**src/sc_xfer_pkg.sv**
```systemverilog
// shared constants and types of the smart card transfer control block
package sc_xfer_pkg;

  // ---------------------------------------------------------------
  // register offsets (byte addresses)
  // ---------------------------------------------------------------
  localparam logic [7:0] OFS_CONTROL  = 8'h00;
  localparam logic [7:0] OFS_STATUS   = 8'h04;
  localparam logic [7:0] OFS_CONTACT  = 8'h08;
  localparam logic [7:0] OFS_ETU      = 8'h0c;
  localparam logic [7:0] OFS_WAIT     = 8'h14;
  localparam logic [7:0] OFS_IRQ_EN   = 8'h18;
  localparam logic [7:0] OFS_PENDING  = 8'h1c;
  localparam logic [7:0] OFS_TX_BUF   = 8'h20;
  localparam logic [7:0] OFS_RX_BUF   = 8'h24;
  localparam logic [7:0] OFS_PRESCALE = 8'h28;

  // ---------------------------------------------------------------
  // field positions
  // ---------------------------------------------------------------
  localparam int CTL_LSB    = 1;
  localparam int CONTACT_LSB = 2;
  localparam int ST_PARITY  = 0;
  localparam int ST_RX_DONE = 1;
  localparam int ST_TX_DONE = 2;
  localparam int ST_WT_OVER = 3;
  localparam int IE_PARITY  = 0;
  localparam int IE_CARD    = 1;

  // ---------------------------------------------------------------
  // reset values and counts
  // ---------------------------------------------------------------
  localparam logic [10:0] RST_ETU      = 11'h174;
  localparam logic [23:0] RST_WAIT     = 24'h002580;
  localparam logic [5:0]  RST_PRESCALE = 6'h00;
  localparam logic [2:0]  RST_CONTACT  = 3'h2;
  localparam logic [3:0]  LAST_BIT     = 4'h9;
  localparam logic [3:0]  ERR_FIRST    = 4'hb;
  localparam logic [3:0]  ERR_LAST     = 4'hc;
  localparam logic [3:0]  GUARD_ETUS   = 4'h2;
  localparam logic [2:0]  TRIES_SHORT  = 3'h4;
  localparam logic [2:0]  TRIES_LONG   = 3'h5;

  // ---------------------------------------------------------------
  // types
  // ---------------------------------------------------------------
  typedef struct packed {
    logic detectType;
    logic xferEn;
    logic retrySel;
    logic modeSel;
    logic waitEn;
    logic repeatEn;
  } ctrl_s;

  typedef struct packed {
    logic card_clock_source_sel;
    logic dataLvl;
    logic clockLvl;
  } contact_s;

  typedef enum logic [2:0] {
    S_IDLE,
    S_TXBIT,
    S_TXCHK,
    S_RXBIT,
    S_RXERR,
    S_GUARD
  } xfer_state_e;

endpackage : sc_xfer_pkg

```
**src/sc_bit_timer.sv**
```systemverilog
// card clock prescaler and elementary time unit tick generator
`timescale 1ns/100ps
module sc_bit_timer
  import sc_xfer_pkg::*;
#(
  parameter int PSC_W = 6,
  parameter int ETU_W = 11
) (
  // clock and reset
  input  wire logic             mclk,
  input  wire logic             rstn,
  // settings
  input  wire logic [PSC_W-1:0] prescale,
  input  wire logic [ETU_W-1:0] etuLen,
  input  wire logic             restart,
  // outputs
  output logic                  cardClk,
  output logic                  etuTick,
  output logic                  midTick
);

  logic [PSC_W-1:0] pscCnt_q;
  logic [ETU_W-1:0] etuCnt_q;
  logic             clk_q;

  wire pscWrap  = (pscCnt_q == prescale);
  wire cardRise = pscWrap & ~clk_q;
  wire etuWrap  = cardRise & (etuCnt_q >= etuLen - {{(ETU_W-1){1'b0}}, 1'b1});

  assign cardClk = clk_q;
  assign etuTick = etuWrap & ~restart;
  assign midTick = cardRise & (etuCnt_q == (etuLen >> 1)) & ~restart;

  // card clock keeps running across restarts; only the bit phase realigns
  always_ff @(posedge mclk or negedge rstn) begin
    if (!rstn) begin
      pscCnt_q <= '0;
      clk_q    <= 1'b0;
    end else if (pscWrap) begin
      pscCnt_q <= '0;
      clk_q    <= ~clk_q;
    end else begin
      pscCnt_q <= pscCnt_q + {{(PSC_W-1){1'b0}}, 1'b1};
    end
  end

  always_ff @(posedge mclk or negedge rstn) begin
    if (!rstn) begin
      etuCnt_q <= '0;
    end else if (restart || etuWrap) begin
      etuCnt_q <= '0;
    end else if (cardRise) begin
      etuCnt_q <= etuCnt_q + {{(ETU_W-1){1'b0}}, 1'b1};
    end
  end

endmodule : sc_bit_timer

```
**src/smart_card_transfer_control.sv**
```systemverilog
// smart card transfer control: waiting timer, pin control, card detect, character engine
//
// How it works
// waiting counter is 24 bits, counting down once per elementary time unit
// automatic mode with counter enabled: start bit reloads counter from wait register
// software enables the waiting counter in automatic mode only after card insertion
// manual mode: counter is a general timer gated by its enable bit
// manual mode, counter enabled: wait register writes leave running counter alone
// manual mode, counter disabled: wait register write loads counter at once
// software may rewrite waiting time while running, block then character time
// manual mode mirrors manual data level on data pin; automatic mode drives it
// clock select chooses manual clock level or prescaled clock for card clock pin
// insertion and removal both detected, pending bit raised when enabled
// switch type bit makes card present read one whenever card is there
// no debounce: every detect pin change shows on present flag
// automatic mode moves characters over half duplex clock and data pins
// after reset: reception direction, transfer disabled
// writing transmit buffer in automatic mode turns direction to transmission
// transmit done, receive done and buffer empty flags reflect completions
// parity generated and checked; error sets flag and enabled pending bit
// clean character sets its done flag and clears parity flag
// repetition enable plus select between four and five attempts, one meaning four
// transmit retries on card error; at limit parity flag, no done, buffer drained
// receive signals errors up to limit; then parity and receive done set
// without repetition: receive error sets both flags, transmit error parity only
// pending register read-only, cleared by its read; status flags cleared separately
// receiver signals parity error by pulling data low during guard time
//
// Added by the designer: the APB interface to the registers and the register addresses.
`timescale 1ns/100ps
module smart_card_transfer_control
  import sc_xfer_pkg::*;
(
  // clock and reset
  input  wire logic        mclk,
  input  wire logic        rstn,
  // apb slave
  input  wire logic        psel,
  input  wire logic        penable,
  input  wire logic        pwrite,
  input  wire logic [7:0]  paddr,
  input  wire logic [31:0] pwdata,
  output logic      [31:0] prdata,
  output logic             pready,
  output logic             pslverr,
  // card pins
  input  wire logic        cardDataIn,
  output logic             cardDataOut,
  output logic             cardDataOe,
  output logic             cardClockPin,
  input  wire logic        cardDetectPin
);

  // ---------------------------------------------------------------
  // declarations
  // ---------------------------------------------------------------
  ctrl_s       ctrl_q;
  contact_s    contact_q;
  xfer_state_e state_q, state_d;
  logic [10:0] etu_q;
  logic [23:0] wait_q, wtCnt_q, wtCnt_d;
  logic [5:0]  psc_q;
  logic [1:0]  ie_q, pend_q, pend_d;
  logic        parFlag_q, rxDone_q, txDone_q, wtOver_q;
  logic        detMeta_q, detSync_q, detPrev_q, datMeta_q, datSync_q;
  logic [31:0] prdata_q;
  logic        clkPin_q, pinLow_q, pinLow_d, dirTx_q, bufFull_q, bufFull_d;
  logic [7:0]  txBuf_q, txData_q, txData_d, rxBuf_q, rxBuf_d;
  logic [10:0] txShift_q, txShift_d;
  logic [8:0]  rxShift_q, rxShift_d;
  logic [3:0]  bitCnt_q, bitCnt_d;
  logic [2:0]  tries_q, tries_d;
  logic        resend_q, resend_d, errSeen_q, errSeen_d;
  logic        startPulse, txOk, txGiveUp, rxFinal, rxErr, dirRelease;
  logic        timerClk, etuTick, midTick;

  // ---------------------------------------------------------------
  // apb decode
  // ---------------------------------------------------------------
  wire setup   = psel & ~penable;
  wire access  = psel & penable;
  wire wrEn    = access & pwrite;
  wire selCtl  = paddr == OFS_CONTROL;
  wire selSt   = paddr == OFS_STATUS;
  wire selCc   = paddr == OFS_CONTACT;
  wire selEtu  = paddr == OFS_ETU;
  wire selWt   = paddr == OFS_WAIT;
  wire selIe   = paddr == OFS_IRQ_EN;
  wire selPend = paddr == OFS_PENDING;
  wire selTxb  = paddr == OFS_TX_BUF;
  wire selRxb  = paddr == OFS_RX_BUF;
  wire selPsc  = paddr == OFS_PRESCALE;
  wire hit     = selCtl | selSt | selCc | selEtu | selWt | selIe | selPend | selTxb | selRxb | selPsc;
  wire wrSt    = wrEn & selSt;
  wire wrWt    = wrEn & selWt;
  wire wrEtu   = wrEn & selEtu;
  wire txbWr   = wrEn & selTxb;
  wire pendRd  = access & ~pwrite & selPend;

  // ---------------------------------------------------------------
  // read mux
  // ---------------------------------------------------------------
  wire        present = detSync_q ^ ctrl_q.detectType;
  wire [7:0]  stWord  = {~bufFull_q, present, 2'b00, wtOver_q, txDone_q, rxDone_q, parFlag_q};
  wire [31:0] rdCtl   = {25'h0, ctrl_q, 1'b0};
  wire [31:0] rdCc    = {27'h0, contact_q, 2'b00};
  wire [31:0] rdData  = selCtl  ? rdCtl :
                        selSt   ? {24'h0, stWord} :
                        selCc   ? rdCc :
                        selEtu  ? {21'h0, etu_q} :
                        selWt   ? {8'h0, wait_q} :
                        selIe   ? {30'h0, ie_q} :
                        selPend ? {30'h0, pend_q} :
                        selTxb  ? {24'h0, txBuf_q} :
                        selRxb  ? {24'h0, rxBuf_q} :
                        selPsc  ? {26'h0, psc_q} : 32'h0;

  assign prdata      = prdata_q;
  assign pready      = 1'b1;
  assign pslverr     = access & ~hit;
  assign cardDataOut = 1'b0;
  assign cardDataOe  = pinLow_q;
  assign cardClockPin = clkPin_q;

  // ---------------------------------------------------------------
  // configuration registers
  // ---------------------------------------------------------------
  always_ff @(posedge mclk or negedge rstn) begin
    if (!rstn) begin
      ctrl_q    <= '0;
      contact_q <= RST_CONTACT;
      etu_q     <= RST_ETU;
      wait_q    <= RST_WAIT;
      psc_q     <= RST_PRESCALE;
      ie_q      <= '0;
      txBuf_q   <= '0;
      prdata_q  <= '0;
    end else begin
      if (wrEn && selCtl) ctrl_q <= ctrl_s'(pwdata[CTL_LSB +: 6]);
      if (wrEn && selCc) contact_q <= contact_s'(pwdata[CONTACT_LSB +: 3]);
      if (wrEtu) etu_q <= pwdata[10:0];
      if (wrWt) wait_q <= pwdata[23:0];
      if (wrEn && selPsc) psc_q <= pwdata[5:0];
      if (wrEn && selIe) ie_q <= pwdata[1:0];
      if (txbWr) txBuf_q <= pwdata[7:0];
      if (setup) prdata_q <= rdData;
    end
  end

  // ---------------------------------------------------------------
  // pin synchronisers and card detect
  // ---------------------------------------------------------------
  wire cardEvent = detSync_q ^ detPrev_q;

  always_ff @(posedge mclk or negedge rstn) begin
    if (!rstn) begin
      detMeta_q <= 1'b0;
      detSync_q <= 1'b0;
      detPrev_q <= 1'b0;
      datMeta_q <= 1'b1;
      datSync_q <= 1'b1;
    end else begin
      detMeta_q <= cardDetectPin;
      detSync_q <= detMeta_q;
      detPrev_q <= detSync_q;
      datMeta_q <= cardDataIn;
      datSync_q <= datMeta_q;
    end
  end

  // ---------------------------------------------------------------
  // bit timing
  // ---------------------------------------------------------------
  sc_bit_timer #(
    .PSC_W (6),
    .ETU_W (11)
  ) u_timer (
    .mclk     (mclk),
    .rstn     (rstn),
    .prescale (psc_q),
    .etuLen   (etu_q),
    .restart  (startPulse | wrEtu),
    .cardClk  (timerClk),
    .etuTick  (etuTick),
    .midTick  (midTick)
  );

  // ---------------------------------------------------------------
  // waiting time counter
  // ---------------------------------------------------------------
  wire wtLoadAuto = startPulse & ctrl_q.modeSel & ctrl_q.waitEn;
  wire wtLoadMan  = ~ctrl_q.modeSel & ~ctrl_q.waitEn & wrWt;
  wire wtDec      = ctrl_q.waitEn & etuTick & (wtCnt_q != 24'h0);
  wire wtOverSet  = wtDec & (wtCnt_q == 24'h1) & ~wtLoadAuto;

  assign wtCnt_d = wtLoadAuto ? wait_q :
                   wtLoadMan  ? pwdata[23:0] :
                   wtDec      ? wtCnt_q - 24'h1 : wtCnt_q;

  // ---------------------------------------------------------------
  // character engine
  // ---------------------------------------------------------------
  wire       active   = ctrl_q.modeSel & ctrl_q.xferEn;
  wire [2:0] limit    = ctrl_q.retrySel ? TRIES_SHORT : TRIES_LONG;
  wire [2:0] triesNxt = tries_q + 3'h1;
  wire       mayRetry = ctrl_q.repeatEn & (triesNxt < limit);
  wire [7:0] txPick   = resend_q ? txData_q : txBuf_q;
  wire [8:0] rxIn     = {datSync_q, rxShift_q[8:1]};
  wire       rxBad    = ^rxIn;

  always_comb begin
    state_d    = state_q;
    bitCnt_d   = bitCnt_q;
    txShift_d  = txShift_q;
    rxShift_d  = rxShift_q;
    tries_d    = tries_q;
    resend_d   = resend_q;
    errSeen_d  = errSeen_q;
    txData_d   = txData_q;
    rxBuf_d    = rxBuf_q;
    bufFull_d  = bufFull_q | txbWr;
    startPulse = 1'b0;
    txOk       = 1'b0;
    txGiveUp   = 1'b0;
    rxFinal    = 1'b0;
    rxErr      = 1'b0;
    dirRelease = 1'b0;
    if (!active) begin
      state_d  = S_IDLE;
      tries_d  = '0;
      resend_d = 1'b0;
    end else begin
      case (state_q)
        S_IDLE: begin
          if (dirTx_q && (bufFull_q || resend_q)) begin
            startPulse = 1'b1;
            bufFull_d  = txbWr | (bufFull_q & resend_q);
            txData_d   = txPick;
            txShift_d  = {1'b1, ^txPick, txPick, 1'b0};
            bitCnt_d   = '0;
            state_d    = S_TXBIT;
          end else if (!dirTx_q && !datSync_q) begin
            startPulse = 1'b1;
            bitCnt_d   = '0;
            state_d    = S_RXBIT;
          end
        end
        S_TXBIT: begin
          if (etuTick) begin
            txShift_d = {1'b1, txShift_q[10:1]};
            bitCnt_d  = bitCnt_q + 4'h1;
            errSeen_d = 1'b0;
            if (bitCnt_q == LAST_BIT) state_d = S_TXCHK;
          end
        end
        S_TXCHK: begin
          if (midTick) errSeen_d = ~datSync_q;
          if (etuTick) begin
            bitCnt_d = '0;
            state_d  = S_GUARD;
            if (!errSeen_q) begin
              txOk     = 1'b1;
              tries_d  = '0;
              resend_d = 1'b0;
            end else if (mayRetry) begin
              tries_d  = triesNxt;
              resend_d = 1'b1;
            end else begin
              txGiveUp = 1'b1;
              tries_d  = '0;
              resend_d = 1'b0;
            end
          end
        end
        S_RXBIT: begin
          if (midTick) begin
            bitCnt_d = bitCnt_q + 4'h1;
            if (bitCnt_q == 4'h0) begin
              if (datSync_q) state_d = S_IDLE;
            end else begin
              rxShift_d = rxIn;
              if (bitCnt_q == LAST_BIT) begin
                if (rxBad && mayRetry) begin
                  tries_d = triesNxt;
                  state_d = S_RXERR;
                end else begin
                  rxFinal  = 1'b1;
                  rxErr    = rxBad;
                  rxBuf_d  = rxIn[7:0];
                  tries_d  = '0;
                  bitCnt_d = '0;
                  state_d  = S_GUARD;
                end
              end
            end
          end
        end
        S_RXERR: begin
          if (midTick) begin
            bitCnt_d = bitCnt_q + 4'h1;
            if (bitCnt_q == ERR_LAST) state_d = S_IDLE;
          end
        end
        S_GUARD: begin
          if (etuTick) begin
            bitCnt_d = bitCnt_q + 4'h1;
            if (bitCnt_q == GUARD_ETUS - 4'h1) begin
              state_d    = S_IDLE;
              dirRelease = ~bufFull_q & ~resend_q;
            end
          end
        end
        default: state_d = S_IDLE;
      endcase
    end
  end

  // open drain: low while manual level is 0, a zero bit, or the error signal
  wire engineLow = ((state_q == S_TXBIT) & ~txShift_q[0]) | ((state_q == S_RXERR) & (bitCnt_q >= ERR_FIRST));
  assign pinLow_d = ctrl_q.modeSel ? (ctrl_q.xferEn & engineLow) : ~contact_q.dataLvl;

  // ---------------------------------------------------------------
  // flags; hardware set wins over software clear
  // ---------------------------------------------------------------
  wire parSet = txGiveUp | (rxFinal & rxErr);
  wire parClr = txOk | (rxFinal & ~rxErr);
  assign pend_d[IE_PARITY] = (parSet & ie_q[IE_PARITY]) | (pend_q[IE_PARITY] & ~pendRd);
  assign pend_d[IE_CARD]   = (cardEvent & ie_q[IE_CARD]) | (pend_q[IE_CARD] & ~pendRd);

  always_ff @(posedge mclk or negedge rstn) begin
    if (!rstn) begin
      parFlag_q <= 1'b0;
      rxDone_q  <= 1'b0;
      txDone_q  <= 1'b0;
      wtOver_q  <= 1'b0;
      pend_q    <= '0;
    end else begin
      parFlag_q <= parSet | (parFlag_q & ~parClr & ~(wrSt & pwdata[ST_PARITY]));
      rxDone_q  <= rxFinal | (rxDone_q & ~(wrSt & pwdata[ST_RX_DONE]));
      txDone_q  <= txOk | (txDone_q & ~(wrSt & pwdata[ST_TX_DONE]));
      wtOver_q  <= wtOverSet | (wtOver_q & ~(wrSt & pwdata[ST_WT_OVER]));
      pend_q    <= pend_d;
    end
  end

  // ---------------------------------------------------------------
  // engine and pin state
  // ---------------------------------------------------------------
  always_ff @(posedge mclk or negedge rstn) begin
    if (!rstn) begin
      state_q   <= S_IDLE;
      bitCnt_q  <= '0;
      txShift_q <= '1;
      rxShift_q <= '0;
      tries_q   <= '0;
      resend_q  <= 1'b0;
      errSeen_q <= 1'b0;
      txData_q  <= '0;
      rxBuf_q   <= '0;
      bufFull_q <= 1'b0;
      dirTx_q   <= 1'b0;
      wtCnt_q   <= RST_WAIT;
      pinLow_q  <= 1'b0;
      clkPin_q  <= 1'b0;
    end else begin
      state_q   <= state_d;
      bitCnt_q  <= bitCnt_d;
      txShift_q <= txShift_d;
      rxShift_q <= rxShift_d;
      tries_q   <= tries_d;
      resend_q  <= resend_d;
      errSeen_q <= errSeen_d;
      txData_q  <= txData_d;
      rxBuf_q   <= rxBuf_d;
      bufFull_q <= bufFull_d;
      dirTx_q   <= (ctrl_q.modeSel & txbWr) | (dirTx_q & ~dirRelease);
      wtCnt_q   <= wtCnt_d;
      pinLow_q  <= pinLow_d;
      clkPin_q  <= contact_q.card_clock_source_sel ? timerClk : contact_q.clockLvl;
    end
  end
endmodule : smart_card_transfer_control

```
**config.mk**
```make
export PLATFORM = sky130hd
export DESIGN_NAME = smart_card_transfer_control
export DESIGN_NICKNAME = d
export VERILOG_FILES = /design/src/sc_xfer_pkg.sv /design/src/sc_bit_timer.sv /design/src/smart_card_transfer_control.sv
export SDC_FILE = /design/constraint.sdc
export NUM_CORES = 1
export LEC_CHECK = 0
export BUFFER_PORTS_ARGS = -buffer_cell sky130_fd_sc_hd__buf_4
export CAP_MARGIN = 30
export CORE_MARGIN = 4
export CORE_UTILIZATION = 50
export CTS_CLUSTER_DIAMETER = 100
export DETAILED_ROUTE_END_ITERATION = 8
export GPL_ROUTABILITY_DRIVEN = 0
export PLACE_DENSITY_LB_ADDON = 0.15
export SYNTH_ARGS = -nofsm -noshare
export SYNTH_HDL_FRONTEND = slang
export SYNTH_SLANG_ARGS = --single-unit
```
**constraint.sdc**
```tcl
create_clock -name mclk -period 4.65 [get_ports mclk]
set_input_delay 0.6975 -clock mclk [delete_from_list [all_inputs] [get_ports mclk]]
set_output_delay 0.6975 -clock mclk [all_outputs]
set_load 0.03 [all_outputs]
```
* Word-level counts from Yosys, hierarchy flattened
Index checks and enable logic that the tools add are counted.
** Word-level totals
- Register bits after elaboration :: 197
- Bits in latches :: 0
- Logic and storage cells :: 319
- Bits in writable memories :: 0
- Output and inout bits :: 37
- Memory bits (read-only) :: 0
- Memories :: 0
** Cells by class
- Reductions and logical operators :: 32
- Order comparisons :: 3
- Add/subtract/negate cells :: 6
- Shift-type cells :: 0
- Multipliers :: 0
- Muxes and demuxes :: 98
- Div/mod/pow operators :: 0
- Equal/unequal tests :: 44
- Bitwise logic cells :: 94
** Operators with widths (number)
- $mux W24 :: 8
- $mux W3 :: 22
- $and A1 B1 Y1 :: 47
- $mux W11 :: 4
- $mux W1 :: 43
- $mux W8 :: 5
- $mux W4 :: 9
- $ne A3 B3 Y1 const B :: 11
- $eq A24 B1 Y1 const B :: 1
- $eq A8 B5 Y1 const B :: 3
- $eq A8 B6 Y1 const B :: 3
- $reduce_bool A24 Y1 :: 1
- $sub A24 B1 Y24 const B :: 1
- $not A1 Y1 :: 23
- $or A1 B1 Y1 :: 22
- $pmux W11 S2 :: 1
- $pmux W4 S5 :: 1
- $pmux W3 S6 :: 1
- $eq A8 B4 Y1 const B :: 2
- $ne A2 B2 Y1 const B :: 7
- $mux W6 :: 2
- $ne A4 B4 Y1 const B :: 3
- $reduce_and A4 Y1 :: 3
- $add A11 B1 Y11 const B :: 1
- 38 further kinds :: 53

* Logic depth before layout (Yosys ltp)
Gate-level depths: netlist of the first run.
- Depth in word-level cells :: 19
- Gate-level depth with buffers :: 15

* Modules after synthesis
Synthesis of the first run repeated with hierarchy kept, for this count alone.
** Unflattened totals
- Cell total of the unflattened synthesis :: 1008
- Area, all modules :: 10172.3 um^2
** Modules (own cells, without submodules)
- smart_card_transfer_control :: times used 1, cells an instance 852, sequential area each 4261.6 um^2, area an instance 8727.1 um^2
- sc_bit_timer :: times used 1, cells an instance 156, sequential area each 450.4 um^2, area an instance 1445.1 um^2

* Least setup slack after synthesis of the first run
OpenSTA, ideal clock, no wires.
- Kind :: flip-flop to flip-flop
- Start :: register etu_q[2]
- End :: register bitCnt_q[3]
- Period minus slack after synthesis :: 3.512 ns
- Stages on the path, launching flop included :: 15
- Slack :: 1.138 ns
- Arrival :: 3.443 ns
- Cells stage by stage :: dfstp_2 -> clkbuf_1 -> nor4_1 -> nand2_1 -> or3_1 -> xor2_1 -> ha_1 -> nand4_1 -> nand2b_1 -> a211oi_4 -> buf_6 -> o22ai_1 -> a221o_1 -> or4_1 -> nand3_1
** On the way
- Longest elaborated chain between the ends :: 6
- Elaborated cells on any way between the ends :: 12
- Classes of those cells :: add/sub (1); order compare (1); eq/ne (5); bitwise (4); reduce/logical (1)
** Ends and longest elaborated chain
- from (decl) :: RTL line smart_card_transfer_control.sv:60 : logic [10:0] etu_q;
- from (signal assigned) :: RTL line smart_card_transfer_control.sv:141 : if (wrEtu) etu_q <= pwdata[10:0];
- $sub A11 B1 Y11 :: RTL line sc_bit_timer.sv:28 : wire etuWrap = cardRise & (etuCnt_q >= etuLen - {{(ETU_W-1){1'b0}}, 1'b1});
- $ge A11 B11 Y1 :: RTL line sc_bit_timer.sv:28
- $and A1 B1 Y1 :: RTL line sc_bit_timer.sv:28
- $and A1 B1 Y1 :: RTL line sc_bit_timer.sv:31 : assign etuTick = etuWrap & ~restart;
- $ne A2 B2 Y1 (no line) or $ne A2 B1 Y1 (tied branches)
- $reduce_and A7 Y1 (no line) (*)
- to (signal assigned) :: RTL line smart_card_transfer_control.sv:367 : bitCnt_q <= bitCnt_d;
- to (decl) :: RTL line smart_card_transfer_control.sv:71 : logic [3:0] bitCnt_q, bitCnt_d;
Every way passes the cells marked *; elsewhere a longest branch is shown, timed or not.
A chain may end at the register's enable or synchronous reset.

* Final worst setup path of the first run
- Start :: register etu_q[3]
- End :: register wtCnt_q[12]
** On the way
- Longest elaborated chain between the ends :: 7
** Ends and longest elaborated chain
- $sub A11 B1 Y11 :: RTL line sc_bit_timer.sv:28
- $ge A11 B11 Y1 :: RTL line sc_bit_timer.sv:28
- $and A1 B1 Y1 :: RTL line sc_bit_timer.sv:28
- $and A1 B1 Y1 :: RTL line sc_bit_timer.sv:31
- $and A1 B1 Y1 (2 in a row) :: RTL line smart_card_transfer_control.sv:193 : wire wtDec = ctrl_q.waitEn & etuTick & (wtCnt_q != 24'h0);
- $reduce_bool A3 Y1 (no line)
- to (signal assigned) :: RTL line smart_card_transfer_control.sv:377 : wtCnt_q <= wtCnt_d;
- to (decl) :: RTL line smart_card_transfer_control.sv:61 : logic [23:0] wait_q, wtCnt_q, wtCnt_d;
Every way passes these cells.

==> flow_summary_export.csv, run 1 <==
group,metric,value,unit
pwr,p_leak,0.00504,uW
placement,pre_cts_ws,0.557,ns
drt,drt-pass1-iter-count,5,
setup_path,slowest_delay,0.61,ns
drt,totalWireLength,24500,um
logic_synthesis,synth_edf_count,0,
drt,via_count,7426,
die,num_io_pins,84,
logic_synthesis,ys_types,71,
clock_network,cts.sinks,187,
cells_and_area,diodes,0,
setup_path,crit_path_start_kind,"flop",
global_route,grt_use_met3,0.0386,
clock_network,cts_root_buffer,"clkbuf_16",
drt,ant_nets,0,
job,cap_violations,0,
global_route,grt_pass1_wl,39200,um
setup_path,worstPathRequired,4.97,ns
clock_network,cts.htree.levels,4,
die,floorplan.rows,50,
clock_network,cts_setup_buffers,0,
setup_path,reg2reg_depth,13,
outcome,status,"completed",
placement,port-buffer-count,65,
clock_network,clkTransAtPathRegs,0.06,ns
logic_synthesis,syn_avg_cell_area,10.4,sq um
timing,max-slew-margin-rel,0.397,
timing,rsz0062_at_grt,"false",
clock_network,clockBufferDepth,2,
logic_synthesis,synth_area,0.00970,sq mm
timing,hold_viol,0,
cells_and_area,fillers,1655,
placement,dp_hpwl,17400,um
timing,finClkSkew,0.00874,ns
global_route,grt_pass1_vias,7216,
cells_and_area,area_growth,14.0,%
global_route,grt.overflow.total,0,
setup_path,arrival,4.46,ns
global_route,met2_usage,0.360,
setup_path,critPathKind,"reg -> reg",
setup_path,cp_top_family,"compound AO/OA/AOI/OAI gates",
cells_and_area,fin_util,0.585,
clock_network,tritoncts,"done",
cells_and_area,final_cells,1269,
logic_synthesis,synthTopCellsByArea,"dfrtp_1, mux2_2, dfstp_2",
setup_path,crit_path_end_kind,"flop",
drt,first_iter_violations,615,
logic_synthesis,async_flop_share,1.00,
clock_network,clk_latency,0.43,ns
drt,route.detailed.drc,0,
die,start_util,0.513,
clock_network,holdBufCountCts,0,
global_route,grt_use_met1,0.328,
global_route,antenna_found_initial,0,
cells_and_area,layout_commonest_cell,"dfrtp_1",
logic_synthesis,synth_seq_cells,187,
logic_synthesis,yosys.area.top_type,"dfrtp_1",
timing,final_max_slew_viol_count,0,
timing,setup_viol,0,
timing,fin_crit,4.15,ns
timing,setup_slack,0.504,ns
cells_and_area,final_cell_mix,"dfrtp_1, nand2_1, buf_4",
min_path,worstHoldPathType,"in -> async",
setup_path,r2r-start,"etu_q[3]$_DFFE_PN0P_",
logic_synthesis,synth.top_cell.area_share,0.415,
die,die_w,147,um
clock_network,cts_resized,0,
setup_path,path_cells,"nor4_1 -> nand2_1 -> or3_1 -> xor2_1 -> ha_1 -> a21oi_1 -> o21ai_0 -> a21oi_1 -> a211oi_4 -> o2111ai_2 -> o311ai_1 -> o21ai_0 -> a221o_1",
die,die_h,147,um
timing,min_period_over_period,0.892,
timing,setup_tns,0,ns
cells_and_area,fin_nets,1063,
global_route,grt_max_degree,122,
pwr,p_per_area,320,mW/mm^2
logic_synthesis,netlist_instances,932,
setup_path,timing.critical_path.buf_inv,0,
drt,wire_per_inst,19.3,um
setup_path,slowest_stage,"a211oi_4",
logic_synthesis,yosys_warnings,0,
die,core,0.0189,sq mm
die,dieArea,0.0217,sq mm
drt,vias_per_cell,5.85,
timing,worst_slew_pin_slew,0.902,ns
logic_synthesis,synth_flop_cell,"dfrtp_1",
clock_network,cts_buffers,17,
global_route,grt.total_usage,0.229,
logic_synthesis,yosysSeqAreaShare,0.486,
pwr,ir_drop,0.268,mV
global_route,grt-busiest-layer,"met2",
timing,fin_hold_ws,0.121,ns
placement,dp_cells,1236,
setup_path,r2r-end,"wtCnt_q[12]$_DFFE_PN0P_",
setup_path,critical_path.max_fanout,9,
cells_and_area,layout-drive-gt1-share,0.227,
setup_path,r2r_setup_slack,0.50,ns
timing,fmax,0.241,GHz
==> power by group <==
| part | switching (uW) | total [uW] | leakage (uW) | internal, uW |
|---|---|---|---|---|
| logic | 247 | 413 | 0.00233 | 166 |
| registers | 84.9 | 1780 | 0.00247 | 1690 |
| clock network | 626 | 1350 | 0.000252 | 728 |
| total | 957 | 3540 | 0.00504 | 2580 |
==> layer usage <==
layer	share of wire	vias to the layer above
li1	-	3502
met1	0.46	3684
met2	0.47	214
met3	0.049	26
met4	0.018	0
met5	0	-
==> cell type report <==
| cell class | instances | area, sq um | area share |
|---|---|---|---|
| clock inverters | 9 | 68.8 | 0.00623 |
| flip-flops and latches | 187 | 4710 | 0.426 |
| multi-input cells | 688 | 4720 | 0.427 |
| repair buffers | 85 | 681 | 0.0616 |
| well taps | 260 | 325 | 0.0294 |
| clock buffers | 23 | 478 | 0.0432 |
| inverters | 17 | 63.8 | 0.00577 |
==> cells in the mapped netlist, drive strengths merged, types with 11 or more instances <==
library cell	count
a21oi	46
a22o	14
a22oi	19
buf	19
clkbuf	29
dfrtp	161
dfstp	26
ha	20
inv	17
mux2	78
mux2i	11
nand2	90
nand3	26
nor2	74
nor3	28
o21ai	48
o22ai	14
or4	12
xnor2	37
xor2	32
==> sequential cells by signal, summed over array words and instances (netlist names), 10 cells and up <==
register / count
etu_q: 11
prdata: 24
txShift_q: 10
u_timer.etuCnt_q: 11
wait_q: 24
wtCnt_q: 24
==> stage by stage <==
stage                     power, uW  cell area, sq um
final                          3540             11100
after global routing           3700             11100
after CTS                      3570             11000
after detailed placement       2220             10500
after global placement         2200             10500
after floorplan                2050              9730
==> logic make-up (layout without fill, tap and decap cells) <==
kind of cell / after synthesis / in the layout / synth area share
mux: 89 / 89 / 0.102
xor+xnor: 70 / 70 / 0.0646
simple gates: 299 / 299 / 0.151
other cells: 2 / 10 / 0.000774
buf+inv: 65 / 134 / 0.0312
fa+ha+maj: 20 / 20 / 0.0258
flops: 187 / 187 / 0.486
compound gates: 200 / 200 / 0.139
==> worst max-delay path by stage <==
stage,from,endpoint,slack [ns],depth (start not counted)
global route,etu_q[3]$_DFFE_PN0P_,wtCnt_q[12]$_DFFE_PN0P_,0.23,13
global placement,etu_q[3]$_DFFE_PN0P_,wtCnt_q[12]$_DFFE_PN0P_,0.61,13
finish,etu_q[3]$_DFFE_PN0P_,wtCnt_q[12]$_DFFE_PN0P_,0.50,13
floorplan,etu_q[2]$_DFFE_PN1P_,bitCnt_q[3]$_DFFE_PN0P_,1.14,14
detailed placement,etu_q[3]$_DFFE_PN0P_,wtCnt_q[12]$_DFFE_PN0P_,0.56,13
CTS,etu_q[3]$_DFFE_PN0P_,wtCnt_q[12]$_DFFE_PN0P_,0.56,13
Power figures use the tool's default switching activity.
==> run 2, diff against run 1 <==
clock period = 4.47 ns   (was 4.65 ns; I/O delays follow)
==> run 2 against run 1 <==
Net effect: core utilization grew 0.099 points; sequential share of layout area down 0.072 points; clock power up 12%; power is 6.6% higher; count of clock-buffer cells in the layout down 6; highest routed layer unchanged.
==> flow_summary_export.csv, run 2 (synthesis gave the netlist of run 1 again) <==
group,metric,value,unit
cells_and_area,fin_nets,1065,
outcome,status,"completed",
clock_network,cts_buffers,17,
placement,dp_hpwl,17400,um
placement,dpl-instance-area,0.0105,sq mm
die,start_util,0.513,
setup_path,r2r-end,"bitCnt_q[3]$_DFFE_PN0P_",
timing,finClkSkew,0.0165,ns
cells_and_area,fin_area,0.0111,sq mm
setup_path,crit_path_end_kind,"flop",
timing,rsz0062_at_grt,"false",
die,floorplan.rows,50,
global_route,grt_pass1_vias,7141,
cells_and_area,area_growth,14.2,%
setup_path,arrival,4.46,ns
drt,via_count,7357,
cells_and_area,diodes,0,
clock_network,cts_root_buffer,"clkbuf_16",
clock_network,clk_latency,0.44,ns
timing,worst_slew_pin_slew,1.02,ns
die,core,0.0189,sq mm
pwr,p_per_area,341,mW/mm^2
setup_path,cp-startpoint,"etu_q[3]$_DFFE_PN0P_",
cells_and_area,final_cell_mix,"dfrtp_1, nand2_1, buf_4",
clock_network,clkTransAtPathRegs,0.07,ns
drt,route.detailed.drc,0,
drt,drt-pass1-iter-count,7,
pwr,p_leak,0.00508,uW
clock_network,cts.htree.levels,4,
drt,ant_nets,0,
timing,setup_slack,0.372,ns
die,dieArea,0.0217,sq mm
job,cap_violations,0,
setup_path,reg2reg_depth,15,
timing,setup_viol,0,
die,num_io_pins,84,
clock_network,tritoncts,"done",
cells_and_area,layout_commonest_cell,"dfrtp_1",
clock_network,cts.sinks,187,
clock_network,holdBufCountCts,0,
placement,port-buffer-count,65,
setup_path,critPathKind,"reg -> reg",
timing,setup_tns,0,ns
global_route,grt_max_degree,106,
global_route,grt.total_usage,0.232,
setup_path,worstPathRequired,4.84,ns
pwr,ir_drop,0.289,mV
global_route,grt.overflow.total,0,
drt,vias_per_cell,5.79,
setup_path,crit_path_start_kind,"flop",
cells_and_area,fillers,1675,
die,die_h,147,um
min_path,worstHoldPathType,"in -> async",
timing,hold_viol,0,
timing,max-slew-margin-rel,0.318,
global_route,antenna_found_initial,0,
placement,pre_cts_ws,0.336,ns
clock_network,cts_resized,0,
drt,wire_per_inst,19.2,um
drt,first_iter_violations,607,
timing,fmax,0.244,GHz
timing,final_max_slew_viol_count,0,
clock_network,clockBufferDepth,2,
setup_path,r2r-start,"etu_q[3]$_DFFE_PN0P_",
cells_and_area,layout-drive-gt1-share,0.231,
setup_path,critical_path.max_fanout,8,
timing,fin_crit,4.10,ns
clock_network,cts_setup_buffers,0,
drt,totalWireLength,24300,um
setup_path,r2r_setup_slack,0.37,ns
die,die_w,147,um
timing,min_period_over_period,0.917,
global_route,grt_pass1_wl,39600,um
## run 2: final cells by class
class	instances	area (sq um)	area share
flip-flops and latches	187	4710	0.426
inverters	17	63.8	0.00576
clock inverters	15	158	0.0142
well taps	260	325	0.0294
clock buffers	17	425	0.0384
repair buffers	87	663	0.0599
multi-input cells	688	4720	0.427
## run 2: how the worst max path moves through the flow
stage / endpoint / cells past startpoint / slack (ns)
6_report: bitCnt_q[3]$_DFFE_PN0P_ / 15 / 0.37
5_1_grt: bitCnt_q[3]$_DFFE_PN0P_ / 15 / 0.21
4_1_cts: wtCnt_q[12]$_DFFE_PN0P_ / 13 / 0.34
3_5_place_dp: wtCnt_q[12]$_DFFE_PN0P_ / 13 / 0.34
3_3_place_gp: wtCnt_q[12]$_DFFE_PN0P_ / 13 / 0.44
2_1_floorplan: bitCnt_q[3]$_DFFE_PN0P_ / 14 / 0.96
## run 2: critical path, cell delays in order, from the launching register on
cell	delay, ns
dfrtp_1	0.47
nor4_1	0.40
nand2_1	0.17
or3_1	0.35
xor2_1	0.15
ha_1	0.29
a21oi_1	0.06
o21ai_0	0.28
a21oi_1	0.18
a211oi_4	0.27
buf_4	0.20
buf_4	0.15
o221ai_1	0.11
a221o_1	0.42
or4_1	0.42
nand3_1	0.10
## run 2: metrics by stage
stage	hold slack [ns]	cells	total power (uW)	utilization
final	0.335	1271	3780	0.586
after global routing	0.322	1271	3960	0.586
after CTS	0.325	1268	3810	0.585
after detailed placement	0.347	1236	2300	0.554
after global placement	0.346	1235	2290	0.553
after floorplan	0.331	940	2140	-
## run 2: routing by layer
metal	share of wire	wire [um]	up-vias	global-route usage
li1	-	-	3523	-
met1	0.46	11300	3598	0.332
met2	0.46	11200	203	0.359
met3	0.054	1320	33	0.0484
met4	0.019	471	0	0.0662
met5	0	0	-	0
## run 2: power breakdown
group / internal [uW] / switching (uW)
clock network: 792 / 713
logic: 170 / 255
registers: 1760 / 89.2
total: 2720 / 1060
